$ cat config.mk
export PLATFORM = sky130hd
export DESIGN_NAME = lepr_regs
export DESIGN_NICKNAME = d
export VERILOG_FILES = /design/src/lepr_pkg.sv /design/src/lepr_regs.sv
export VERILOG_INCLUDE_DIRS = /design/src
export SDC_FILE = /design/constraint.sdc
export NUM_CORES = 2
export LEC_CHECK = 0
export BUFFER_PORTS_ARGS = -buffer_cell sky130_fd_sc_hd__buf_2
export CAP_MARGIN = 5
export CORE_MARGIN = 3
export CORE_UTILIZATION = 25
export CTS_BUF_LIST = sky130_fd_sc_hd__clkbuf_16
export DETAILED_ROUTE_END_ITERATION = 6
export PLACE_DENSITY_LB_ADDON = 0.3
export SETUP_SLACK_MARGIN = 0.3
export SLEW_MARGIN = 20
export SYNTH_ARGS = -nofsm -noshare
export SYNTH_HDL_FRONTEND = slang
export SYNTH_SLANG_ARGS = --single-unit
export TNS_END_PERCENT = 5
$ cat constraint.sdc
create_clock -name clk_in -period 11.2 [get_ports clk_in]
set_clock_uncertainty 0.2 [all_clocks]
set_input_delay 2.8 -clock clk_in [delete_from_list [all_inputs] [get_ports clk_in]]
set_output_delay 2.8 -clock clk_in [all_outputs]
set_load 0.02 [all_outputs]
$ cat src/lepr_defines.svh
/*
 * Register offsets, field positions, reset values and sizes of the LED
 * program register bank.
 * Assumes inclusion by bare name from the package and the design module.
 */
`ifndef LEPR_DEFINES_SVH
`define LEPR_DEFINES_SVH

// ==========================================================================
// register offsets
`define LEPR_ADDR_DUTY_FIRST     8'h16
`define LEPR_ADDR_DUTY_LAST      8'h1E
`define LEPR_ADDR_GROUP_ONE      8'h48
`define LEPR_ADDR_GROUP_TWO      8'h49
`define LEPR_ADDR_GROUP_THREE    8'h4A
`define LEPR_ADDR_ENG_ONE_START  8'h4C
`define LEPR_ADDR_ENG_TWO_START  8'h4D
`define LEPR_ADDR_ENG_THREE_START 8'h4E
`define LEPR_ADDR_WINDOW_SEL     8'h4F
`define LEPR_ADDR_ENG_ONE_HIGH   8'h70
`define LEPR_ADDR_ENG_ONE_LOW    8'h71

// ==========================================================================
// fields, reset values and sizes
`define LEPR_BYTE_RESET          8'h00
`define LEPR_START_RESET         7'h00
`define LEPR_WINDOW_RESET        3'h0
`define LEPR_START_MSB           6
`define LEPR_WINDOW_MSB          2
`define LEPR_AUX_BIT             7
`define LEPR_NINE_BIT            0
`define LEPR_LED_COUNT           9
`define LEPR_WINDOW_LAST         3'h5
`define LEPR_MAP_RESET           9'h000
`define LEPR_NO_GROUP            2'h0
`define LEPR_GROUP_ONE           2'h1
`define LEPR_GROUP_TWO           2'h2
`define LEPR_GROUP_THREE         2'h3

`endif

$ cat src/lepr_pkg.sv
/*
 * Types of the LED program register bank.
 * Assumes lepr_defines.svh sits in the same folder.
 */
`include "lepr_defines.svh"

package lepr_pkg;

	// ======================================================================
	// register access from the serial control interface
	typedef struct packed {
		logic [7:0] addr;
		logic [7:0] wdata;
		logic       wr;
		logic       rd;
	} lepr_reg_req_t;

	// ======================================================================
	// program memory access from the serial control interface
	typedef struct packed {
		logic       valid;
		logic [3:0] offset;
	} lepr_prog_req_t;

	typedef struct packed {
		logic       valid;
		logic       in_range;
		logic [6:0] location;
	} lepr_prog_addr_t;

endpackage : lepr_pkg

$ cat src/lepr_regs.sv
/*
 * LED program register bank: per-LED duty registers, three group dimming
 * scalers, engine start locations, program window selector and the
 * engine-one assignment readback, with the scaled LED levels it produces.
 * Assumes the serial control interface decodes bus frames into one-cycle
 * register and program access strobes synchronous to clk_in.
 * Also assumes LED group assignment and engine-one pin assignment arrive
 * as steady levels from the engines, sampled on every clock.
 */
//
// Behaviour
// - group three has an 8-bit read/write scaler, reset zero, dimming every LED in that group.
// - one write to a group scaler changes all LEDs of that group at once.
// - each LED keeps its own duty register at 0x16 to 0x1E, one write per LED.
// - engine one has a 7-bit read/write start location in bits 6 to 0, reset zero.
// - engine two has a 7-bit read/write start location in bits 6 to 0, reset zero.
// - engine three has a 7-bit read/write start location in bits 6 to 0, reset zero.
// - a 3-bit read/write window selector, reset zero, picks the page for program accesses.
// - program memory is six pages of sixteen instructions, ninety-six in all.
// - window value n selects locations 16n to 16n+15, up to value 101 for 0x50 to 0x5F.
// - bit 7 of the engine-one high register reads one when the aux output belongs to engine one.
// - bit 0 of the engine-one high register reads one when output nine belongs to engine one.
// - bits 7 to 0 of the engine-one low register report outputs eight to one for engine one.
// - all engine-one assignment bits are read-only and reset to zero.
// - groups one and two have 8-bit read/write scalers, each reset zero.
`timescale 1ns/1ps
`include "lepr_defines.svh"

module lepr_regs (
	input  wire logic                      clk_in,
	input  wire logic                      rstn_in,
	input  wire lepr_pkg::lepr_reg_req_t   reg_req_in,
	output logic      [7:0]                reg_rdata_out,
	output logic                           reg_rvalid_out,
	input  wire lepr_pkg::lepr_prog_req_t  prog_req_in,
	output lepr_pkg::lepr_prog_addr_t      prog_addr_out,
	input  wire logic [2:0]                engine_start_in,
	output logic      [2:0][6:0]           engine_fetch_location_out,
	output logic      [2:0]                engine_fetch_valid_out,
	input  wire logic [8:0][1:0]           led_group_in,
	output logic      [8:0][7:0]           led_level_out,
	input  wire logic                      engine_one_aux_output_assigned_in,
	input  wire logic [8:0]                engine_one_outputs_assigned_in
);

	// ======================================================================
	// storage
	logic [8:0][7:0] led_duty;
	logic [7:0]      group_one_dim_scale;
	logic [7:0]      group_two_dim_scale;
	logic [7:0]      group_three_dim_scale;
	logic [2:0][6:0] engine_start_location;
	logic [2:0]      program_window_selector;
	// status copies, loaded from the engines every clock
	logic            engine_one_aux_output_assigned;
	logic [8:0]      engine_one_outputs_assigned;

	// ======================================================================
	// helpers

	// 8x8 product kept in its upper byte, full scale passes full duty
	function automatic logic [7:0] scale_level(input logic [7:0] duty,
		input logic [7:0] scale);
		logic [15:0] product;
		product = 16'(duty) * 16'(scale) + 16'(duty);
		return product[15:8];
	endfunction

	// select the scaler of a group, ungrouped LEDs run at their own duty
	function automatic logic [7:0] group_scale(input logic [1:0] group,
		input logic [7:0] s1, input logic [7:0] s2, input logic [7:0] s3);
		case (group)
			`LEPR_GROUP_ONE:   return s1;
			`LEPR_GROUP_TWO:   return s2;
			`LEPR_GROUP_THREE: return s3;
			default:           return 8'hFF;
		endcase
	endfunction

	// ======================================================================
	// address decode
	wire        wr_en        = reg_req_in.wr;
	wire [7:0]  addr         = reg_req_in.addr;
	wire        hit_duty     = (addr >= `LEPR_ADDR_DUTY_FIRST) &&
		(addr <= `LEPR_ADDR_DUTY_LAST);
	wire [7:0]  duty_diff    = addr - `LEPR_ADDR_DUTY_FIRST;
	wire [3:0]  duty_index   = duty_diff[3:0];
	// write strobes, one per writable register except one shared by all nine duty registers
	wire        wr_duty      = wr_en && hit_duty;
	wire        wr_group_one = wr_en && (addr == `LEPR_ADDR_GROUP_ONE);
	wire        wr_group_two = wr_en && (addr == `LEPR_ADDR_GROUP_TWO);
	wire        wr_group_thr = wr_en && (addr == `LEPR_ADDR_GROUP_THREE);
	wire        wr_start_one = wr_en && (addr == `LEPR_ADDR_ENG_ONE_START);
	wire        wr_start_two = wr_en && (addr == `LEPR_ADDR_ENG_TWO_START);
	wire        wr_start_thr = wr_en && (addr == `LEPR_ADDR_ENG_THREE_START);
	wire        wr_window    = wr_en && (addr == `LEPR_ADDR_WINDOW_SEL);

	// read views of the narrow and read-only registers, unused bits read zero
	wire [7:0]  start_one_view   = {1'b0, engine_start_location[0]};
	wire [7:0]  start_two_view   = {1'b0, engine_start_location[1]};
	wire [7:0]  start_three_view = {1'b0, engine_start_location[2]};
	wire [7:0]  window_view      = {5'h00, program_window_selector};
	wire [7:0]  high_view;
	wire [7:0]  low_view         = engine_one_outputs_assigned[7:0];

	// aux flag and output nine sit at opposite ends of the high byte
	assign high_view[`LEPR_AUX_BIT]  = engine_one_aux_output_assigned;
	assign high_view[`LEPR_NINE_BIT] = engine_one_outputs_assigned[8];
	assign high_view[6:1]            = 6'h00;

	// read mux, unmapped and write-only space reads zero
	logic [7:0] next_rdata;
	always_comb begin
		next_rdata = `LEPR_BYTE_RESET;
		if (hit_duty) begin
			next_rdata = led_duty[duty_index];
		end else begin
			case (addr)
				`LEPR_ADDR_GROUP_ONE:       next_rdata = group_one_dim_scale;
				`LEPR_ADDR_GROUP_TWO:       next_rdata = group_two_dim_scale;
				`LEPR_ADDR_GROUP_THREE:     next_rdata = group_three_dim_scale;
				`LEPR_ADDR_ENG_ONE_START:   next_rdata = start_one_view;
				`LEPR_ADDR_ENG_TWO_START:   next_rdata = start_two_view;
				`LEPR_ADDR_ENG_THREE_START: next_rdata = start_three_view;
				`LEPR_ADDR_WINDOW_SEL:      next_rdata = window_view;
				`LEPR_ADDR_ENG_ONE_HIGH:    next_rdata = high_view;
				`LEPR_ADDR_ENG_ONE_LOW:     next_rdata = low_view;
				default:                    next_rdata = `LEPR_BYTE_RESET;
			endcase
		end
	end

	// ======================================================================
	// register writes, one short process per register or register array

	// per-LED duty registers, indexed by offset from the first one
	always_ff @(posedge clk_in or negedge rstn_in) begin
		if (!rstn_in) begin
			led_duty <= '0;
		end else if (wr_duty) begin
			led_duty[duty_index] <= reg_req_in.wdata;
		end
	end

	// group one scaler
	always_ff @(posedge clk_in or negedge rstn_in) begin
		if (!rstn_in) begin
			group_one_dim_scale <= `LEPR_BYTE_RESET;
		end else if (wr_group_one) begin
			group_one_dim_scale <= reg_req_in.wdata;
		end
	end

	// group two scaler
	always_ff @(posedge clk_in or negedge rstn_in) begin
		if (!rstn_in) begin
			group_two_dim_scale <= `LEPR_BYTE_RESET;
		end else if (wr_group_two) begin
			group_two_dim_scale <= reg_req_in.wdata;
		end
	end

	// group three scaler, one write dims the whole group
	always_ff @(posedge clk_in or negedge rstn_in) begin
		if (!rstn_in) begin
			group_three_dim_scale <= `LEPR_BYTE_RESET;
		end else if (wr_group_thr) begin
			group_three_dim_scale <= reg_req_in.wdata;
		end
	end

	// engine start locations, bit 7 of the byte is not stored
	always_ff @(posedge clk_in or negedge rstn_in) begin
		if (!rstn_in) begin
			engine_start_location <= '0;
		end else begin
			if (wr_start_one)
				engine_start_location[0] <= reg_req_in.wdata[`LEPR_START_MSB:0];
			if (wr_start_two)
				engine_start_location[1] <= reg_req_in.wdata[`LEPR_START_MSB:0];
			if (wr_start_thr)
				engine_start_location[2] <= reg_req_in.wdata[`LEPR_START_MSB:0];
		end
	end

	// program window selector, values six and seven are kept as written
	always_ff @(posedge clk_in or negedge rstn_in) begin
		if (!rstn_in) begin
			program_window_selector <= `LEPR_WINDOW_RESET;
		end else if (wr_window) begin
			program_window_selector <= reg_req_in.wdata[`LEPR_WINDOW_MSB:0];
		end
	end

	// read answer one cycle after the strobe
	always_ff @(posedge clk_in or negedge rstn_in) begin
		if (!rstn_in) begin
			reg_rdata_out  <= `LEPR_BYTE_RESET;
			reg_rvalid_out <= 1'b0;
		end else begin
			reg_rdata_out  <= reg_req_in.rd ? next_rdata : `LEPR_BYTE_RESET;
			reg_rvalid_out <= reg_req_in.rd;
		end
	end

	// ======================================================================
	// engine-one assignment status, read-only, sampled from the engines
	always_ff @(posedge clk_in or negedge rstn_in) begin
		if (!rstn_in) begin
			engine_one_aux_output_assigned <= 1'b0;
			engine_one_outputs_assigned    <= `LEPR_MAP_RESET;
		end else begin
			engine_one_aux_output_assigned <= engine_one_aux_output_assigned_in;
			engine_one_outputs_assigned    <= engine_one_outputs_assigned_in;
		end
	end

	// ======================================================================
	// program window: page n covers 16n .. 16n+15, pages 6 and 7 absent
	wire       window_in_range = program_window_selector <= `LEPR_WINDOW_LAST;
	wire [6:0] window_location = {program_window_selector, prog_req_in.offset};

	// next program address word, registered whole; a window of six or
	// seven still yields a location, the range flag keeps it off the memory
	wire lepr_pkg::lepr_prog_addr_t next_prog_addr = '{
		valid:    prog_req_in.valid,
		in_range: window_in_range,
		location: window_location
	};

	always_ff @(posedge clk_in or negedge rstn_in) begin
		if (!rstn_in) begin
			prog_addr_out <= '0;
		end else begin
			prog_addr_out <= next_prog_addr;
		end
	end

	// ======================================================================
	// engine start: first fetch location is the start register
	wire [2:0][6:0] next_fetch_location;

	// each engine takes its start location on its own start pulse
	assign next_fetch_location[0] = engine_start_in[0] ? engine_start_location[0] :
		engine_fetch_location_out[0];
	assign next_fetch_location[1] = engine_start_in[1] ? engine_start_location[1] :
		engine_fetch_location_out[1];
	assign next_fetch_location[2] = engine_start_in[2] ? engine_start_location[2] :
		engine_fetch_location_out[2];

	always_ff @(posedge clk_in or negedge rstn_in) begin
		if (!rstn_in) begin
			engine_fetch_location_out <= '0;
			engine_fetch_valid_out    <= 3'h0;
		end else begin
			engine_fetch_location_out <= next_fetch_location;
			engine_fetch_valid_out    <= engine_start_in;
		end
	end

	// ======================================================================
	// LED levels: duty scaled by the group scaler, follows scaler writes
	wire [8:0][7:0] led_scale;
	wire [8:0][7:0] next_led_level;

	// scaler seen by each LED, picked by its group; a scaler still at its
	// reset value of zero holds its LEDs dark until software writes it
	assign led_scale[0] = group_scale(led_group_in[0], group_one_dim_scale,
		group_two_dim_scale, group_three_dim_scale);
	assign led_scale[1] = group_scale(led_group_in[1], group_one_dim_scale,
		group_two_dim_scale, group_three_dim_scale);
	assign led_scale[2] = group_scale(led_group_in[2], group_one_dim_scale,
		group_two_dim_scale, group_three_dim_scale);
	assign led_scale[3] = group_scale(led_group_in[3], group_one_dim_scale,
		group_two_dim_scale, group_three_dim_scale);
	assign led_scale[4] = group_scale(led_group_in[4], group_one_dim_scale,
		group_two_dim_scale, group_three_dim_scale);
	assign led_scale[5] = group_scale(led_group_in[5], group_one_dim_scale,
		group_two_dim_scale, group_three_dim_scale);
	assign led_scale[6] = group_scale(led_group_in[6], group_one_dim_scale,
		group_two_dim_scale, group_three_dim_scale);
	assign led_scale[7] = group_scale(led_group_in[7], group_one_dim_scale,
		group_two_dim_scale, group_three_dim_scale);
	assign led_scale[8] = group_scale(led_group_in[8], group_one_dim_scale,
		group_two_dim_scale, group_three_dim_scale);

	// scaled level of each LED, a whole group moves on one scaler write
	assign next_led_level[0] = scale_level(led_duty[0], led_scale[0]);
	assign next_led_level[1] = scale_level(led_duty[1], led_scale[1]);
	assign next_led_level[2] = scale_level(led_duty[2], led_scale[2]);
	assign next_led_level[3] = scale_level(led_duty[3], led_scale[3]);
	assign next_led_level[4] = scale_level(led_duty[4], led_scale[4]);
	assign next_led_level[5] = scale_level(led_duty[5], led_scale[5]);
	assign next_led_level[6] = scale_level(led_duty[6], led_scale[6]);
	assign next_led_level[7] = scale_level(led_duty[7], led_scale[7]);
	assign next_led_level[8] = scale_level(led_duty[8], led_scale[8]);

	always_ff @(posedge clk_in or negedge rstn_in) begin
		if (!rstn_in) begin
			led_level_out <= '0;
		end else begin
			led_level_out <= next_led_level;
		end
	end

endmodule // lepr_regs

==> results by stage <==
Run status:
- The flow ran to the end, and the final reports show no timing, DRC or antenna violations.

Min path:
- The type of the tightest min-delay check is flop to flop.
- In this run the most critical hold path is launched from program_window_selector[0]$_DFFE_PN0P_.
- The worst hold path passes through 0 cells.
- The worst hold path terminates at prog_addr_out[4]$_DFF_PN0_.

Timing:
- The sum of negative setup slack is 0 ps.
- The number of endpoints with negative hold slack in the final report is 0.
- The count of final max-slew check failures is 0.
- The peak clock frequency supported by timing is 127.0 MHz.
- Headroom to the max-slew limit came out at 15.27%.
- The final worst hold slack is 208.7 ps.
- The shortest clock period the worst path allows after layout is 7874 ps.
- Setup repair after global routing left no endpoint under its margin.
- The worst path uses 70.31% of the clock period.
- The slew of the pin with the lowest slew margin is 1271 ps.
- Setup violations remaining at the end of the flow were counted as 0.

Clock network:
- TritonCTS built the clock tree.
- The number of cells upsized or downsized after cts is 0.
- The later pin in the worst-skew pair is clocked with a latency of 600 ps.
- Clock tree synthesis inserted a total of 36 buffers.
- Post-CTS timing repair inserted 0 buffers for setup.
- Buffers inserted to repair hold after CTS numbered 0.
- After clock tree synthesis, the clock-pin slew on the worst setup and hold paths is 70 ps.
- The maximum buffer depth of the clock tree is 3.
- CTS built an H-tree with a depth of 2.
- The clock sink total is 244.
- Clock tree synthesis selected as its root buffer the cell sky130_fd_sc_hd__clkbuf_16.

Worst setup path:
- The origin of the worst setup path is led_group_in[0].
- The depth of the worst register-to-register path is 19.
- Data on the critical path is required at its endpoint by 11500 ps.
- By startpoint and endpoint, the worst setup path is classified as input port to flop.
- The setup check on the worst reg-to-reg path leaves a slack of 4890 ps.
- The capturing element type of the critical path is a flop.
- The maximum fanout encountered on the critical timing path is 10.
- In this run the critical register-to-register path is launched from group_two_dim_scale[0]$_DFFE_PN0P_.
- The capturing point of the worst reg2reg path is led_level_out[7]$_DFF_PN0_.
- STA puts the critical path data arrival time at 8170 ps.
- The startpoint type of the worst setup path is an input port.

Placed design:
- Summed over all nets, the half-perimeter wirelength after detailed placement is 65.64 mm.
- In this run, placement finished with an instance count of 4575.
- The placer's final routability congestion estimate is 0.8470.
- The number of buffers added on ports is 169.

Logic synthesis:
- The async set or reset register ratio after synthesis is 100.0%.
- After synthesis, the mean cell area works out to 9.661 um^2.
- In the post-synthesis netlist, the cell with the most instances is sky130_fd_sc_hd__inv_1.
- For this run, the register share of the synthesized area comes to 20.89%.
- The total nets after synthesis is 3757.
- In the synthesized netlist the dominant register cell turns out to be sky130_fd_sc_hd__dfrtp_1.
- The number of synthesis warnings is 0.
- The instance count of the mapped netlist is 3025.
- Sorting the synthesized cells by area gives the leading types as sky130_fd_sc_hd__fa_1 27%, sky130_fd_sc_hd__dfrtp_1 21%, sky130_fd_sc_hd__ha_1 12%, sky130_fd_sc_hd__and2_1 7.0%, sky130_fd_sc_hd__inv_1 6.4%.
- The post-synthesis instance area is 29220 um^2.
- The share of the synthesized area in the top cell type is 26.51%.
- The commonest cells after synthesis are 496 x sky130_fd_sc_hd__inv_1, 387 x sky130_fd_sc_hd__fa_1, 325 x sky130_fd_sc_hd__and2_1.
- Counting distinct cell types in the post-synthesis netlist gives 70.
- In this run, synthesis inferred 0 flip-flops with an integrated enable.
- The count of state elements after synthesis is 244.
- The biggest area contributor in the post-synthesis netlist is sky130_fd_sc_hd__fa_1.

Die:
- The effective utilization at floorplan is 25.39%.
- During I/O placement, the number of pins put on the boundary was 170.
- The number of standard-cell rows in the floorplan is 124.
- In this run the vertical extent of the chip is 347.9 um.
- The overall die width is 347.9 um.
- The area of the placeable core is 115100 um^2.
- The area enclosed by the die boundary is 121000 um^2.

Global routing:
- The number of global-route vias before repair is 22010.
- The initial antenna violation count was 14.
- In the global route stage, overall resource usage came out at 14.46%.
- The global-route wire length before repair is 135.2 mm.
- For this run the aggregate overflow at the end of global routing stands at 0.
- The largest net degree at the start of global routing is 71.

Drt:
- The met3 wire length is 5.178 mm.
- The met2 layer wire length in the routed design is 37.35 mm.
- The total wirelength of the detailed-routed design is 86.06 mm.
- In this run the remaining antenna-violating nets after routing total 0.
- The length of the first detailed-routing pass in iterations is 5.
- For this block, wires on met1 add up to 41.12 mm.
- The number of remaining DRC errors is 0.
- The starting DRC count in detailed routing is 1110.
- The routed wire length per instance is 18.52 um.
- The number of vias per cell is 4.534.
- The highest layer touched by signal routing is met5.
- Summing over every cut layer, the via total after detailed routing is 21070.

Cells and area:
- The utilization of the core after routing is 28.47%.
- The layout cell share with drive strength beyond 1 is 12.17%.
- The number of nets in the layout is 3834.
- The layout has 12310 filler cells.
- The area used by sequential logic in the layout is 6106 um^2.
- The signed area change from the synthesized netlist to the final layout is 12.15%.
- The area of the multi-input gates is 20690 um^2.
- The finished layout holds 4646 standard cells, fillers aside.

Power:
- The internal portion of the total power is 2.867 mW.
- Across the VDD grid, the largest voltage drop is 0.1402 mV.
- The share of total power dissipated in combinational logic is 52.3%.
- The clock network power share is 24.3%.
- The design draws 4.975 mW.
- The net load switching power is 2.108 mW.
- For this design the ratio of total power to cell area is 151.8 nW/um^2.
- The analysis attributes to cell leakage a power of 16.79 nW.
- The switching part of the total power is 42.37%.
- The sequential share of power is 23.5%.

Job:
- The max-cap violation count is 0.
registers in the layout, summed over array words and instances, names as in the netlist, 9 cells and up:
signal and flops:
led_duty 72, led_level_out 72, engine_fetch_location_out 21, engine_start_location 21
engine_one_outputs_assigned 9, prog_addr_out 9
power by group through the flow:
| stage | Clock [mW] | Combinational [mW] | Sequential, mW |
|---|---|---|---|
| finish | 1.21 | 2.60 | 1.17 |
| global placement | 0 | 2.63 | 1.19 |
| CTS | 1.26 | 2.67 | 1.17 |
| floorplan | 0 | 1.86 | 1.24 |
| detailed placement | 0 | 2.65 | 1.18 |
| global route | 1.29 | 3.03 | 1.18 |
layout make-up:
| class | count | share of cell area (%) |
|---|---|---|
| clock inverter | 30 | 0.9849 |
| tap | 1512 | 5.772 |
| clock buffer | 36 | 2.749 |
| timing repair buffer | 187 | 3.023 |
| multi-input combinational | 2137 | 63.13 |
| antenna | 4 | 0.03054 |
| sequential | 244 | 18.63 |
| inverter | 496 | 5.680 |
through the flow:
step | instance area [um^2] | setup slack (ps)
after floorplan | 29220 | 3177
after CTS | 32740 | 3377
after global placement | 31520 | 2840
after global routing | 32770 | 2901
final | 32780 | 3326
after detailed placement | 31520 | 2740
cells by family (layout without fill, tap and decap cells):
logic type               after synthesis  after routing  synth area share, %
AO/OA/AOI/OAI                        301            301                6.217
XOR/XNOR                              72             72                2.158
adder cells (fa/ha/maj)              676            676                38.88
buffers and inverters                644            749                8.413
flip-flops                           244            244                20.89
multiplexers                         204            204                8.113
other                                  0              4                    0
AND/OR/NAND/NOR                      884            884                15.32
worst max-delay path, stage by stage:
cell and delay [ps]:
sky130_fd_sc_hd__buf_2 190, sky130_fd_sc_hd__nand2b_4 230, sky130_fd_sc_hd__nor2_1 50, sky130_fd_sc_hd__a21oi_1 480, sky130_fd_sc_hd__nand2_1 150, sky130_fd_sc_hd__fa_1 530
sky130_fd_sc_hd__inv_1 50, sky130_fd_sc_hd__fa_1 500, sky130_fd_sc_hd__inv_1 50, sky130_fd_sc_hd__fa_1 530, sky130_fd_sc_hd__inv_1 50, sky130_fd_sc_hd__fa_1 440
sky130_fd_sc_hd__ha_1 300, sky130_fd_sc_hd__a21o_1 180, sky130_fd_sc_hd__a21o_1 160, sky130_fd_sc_hd__a31o_1 250, sky130_fd_sc_hd__o311a_1 350, sky130_fd_sc_hd__a311o_1 400
sky130_fd_sc_hd__a21o_1 220, sky130_fd_sc_hd__a21oi_2 150, sky130_fd_sc_hd__xnor2_1 120
metal layers:
metal  up-vias  track usage (%)
met4         6            3.979
met3       128            3.006
met5         -                0
met2       510            22.13
li1       9737                -
met1     10690            20.61
layout by cell type, fill, tap and decap left out, types with 36 or more instances in the layout:
master	netlist	routed
sky130_fd_sc_hd__inv_1	496	501
sky130_fd_sc_hd__fa_1	387	387
sky130_fd_sc_hd__and2_1	325	325
sky130_fd_sc_hd__nand2_1	315	315
sky130_fd_sc_hd__ha_1	289	289
sky130_fd_sc_hd__dfrtp_1	244	244
sky130_fd_sc_hd__buf_2	21	168
sky130_fd_sc_hd__a21oi_1	126	126
sky130_fd_sc_hd__nor2_1	113	113
sky130_fd_sc_hd__mux2_2	103	103
sky130_fd_sc_hd__mux2i_1	85	85
sky130_fd_sc_hd__o21ai_0	77	77
sky130_fd_sc_hd__xnor2_1	48	48
sky130_fd_sc_hd__clkbuf_16	0	36
worst max path at each step:
stage | end | slack (ps) | cells past startpoint
global placement | led_level_out[14]$_DFF_PN0_ | 2840 | 21
floorplan | led_level_out[7]$_DFF_PN0_ | 3180 | 22
global route | led_level_out[39]$_DFF_PN0_ | 2900 | 20
finish | led_level_out[7]$_DFF_PN0_ | 3330 | 21
detailed placement | led_level_out[7]$_DFF_PN0_ | 2740 | 21
CTS | led_level_out[7]$_DFF_PN0_ | 3380 | 21
Note: power is estimated with default switching activity, not from simulation.
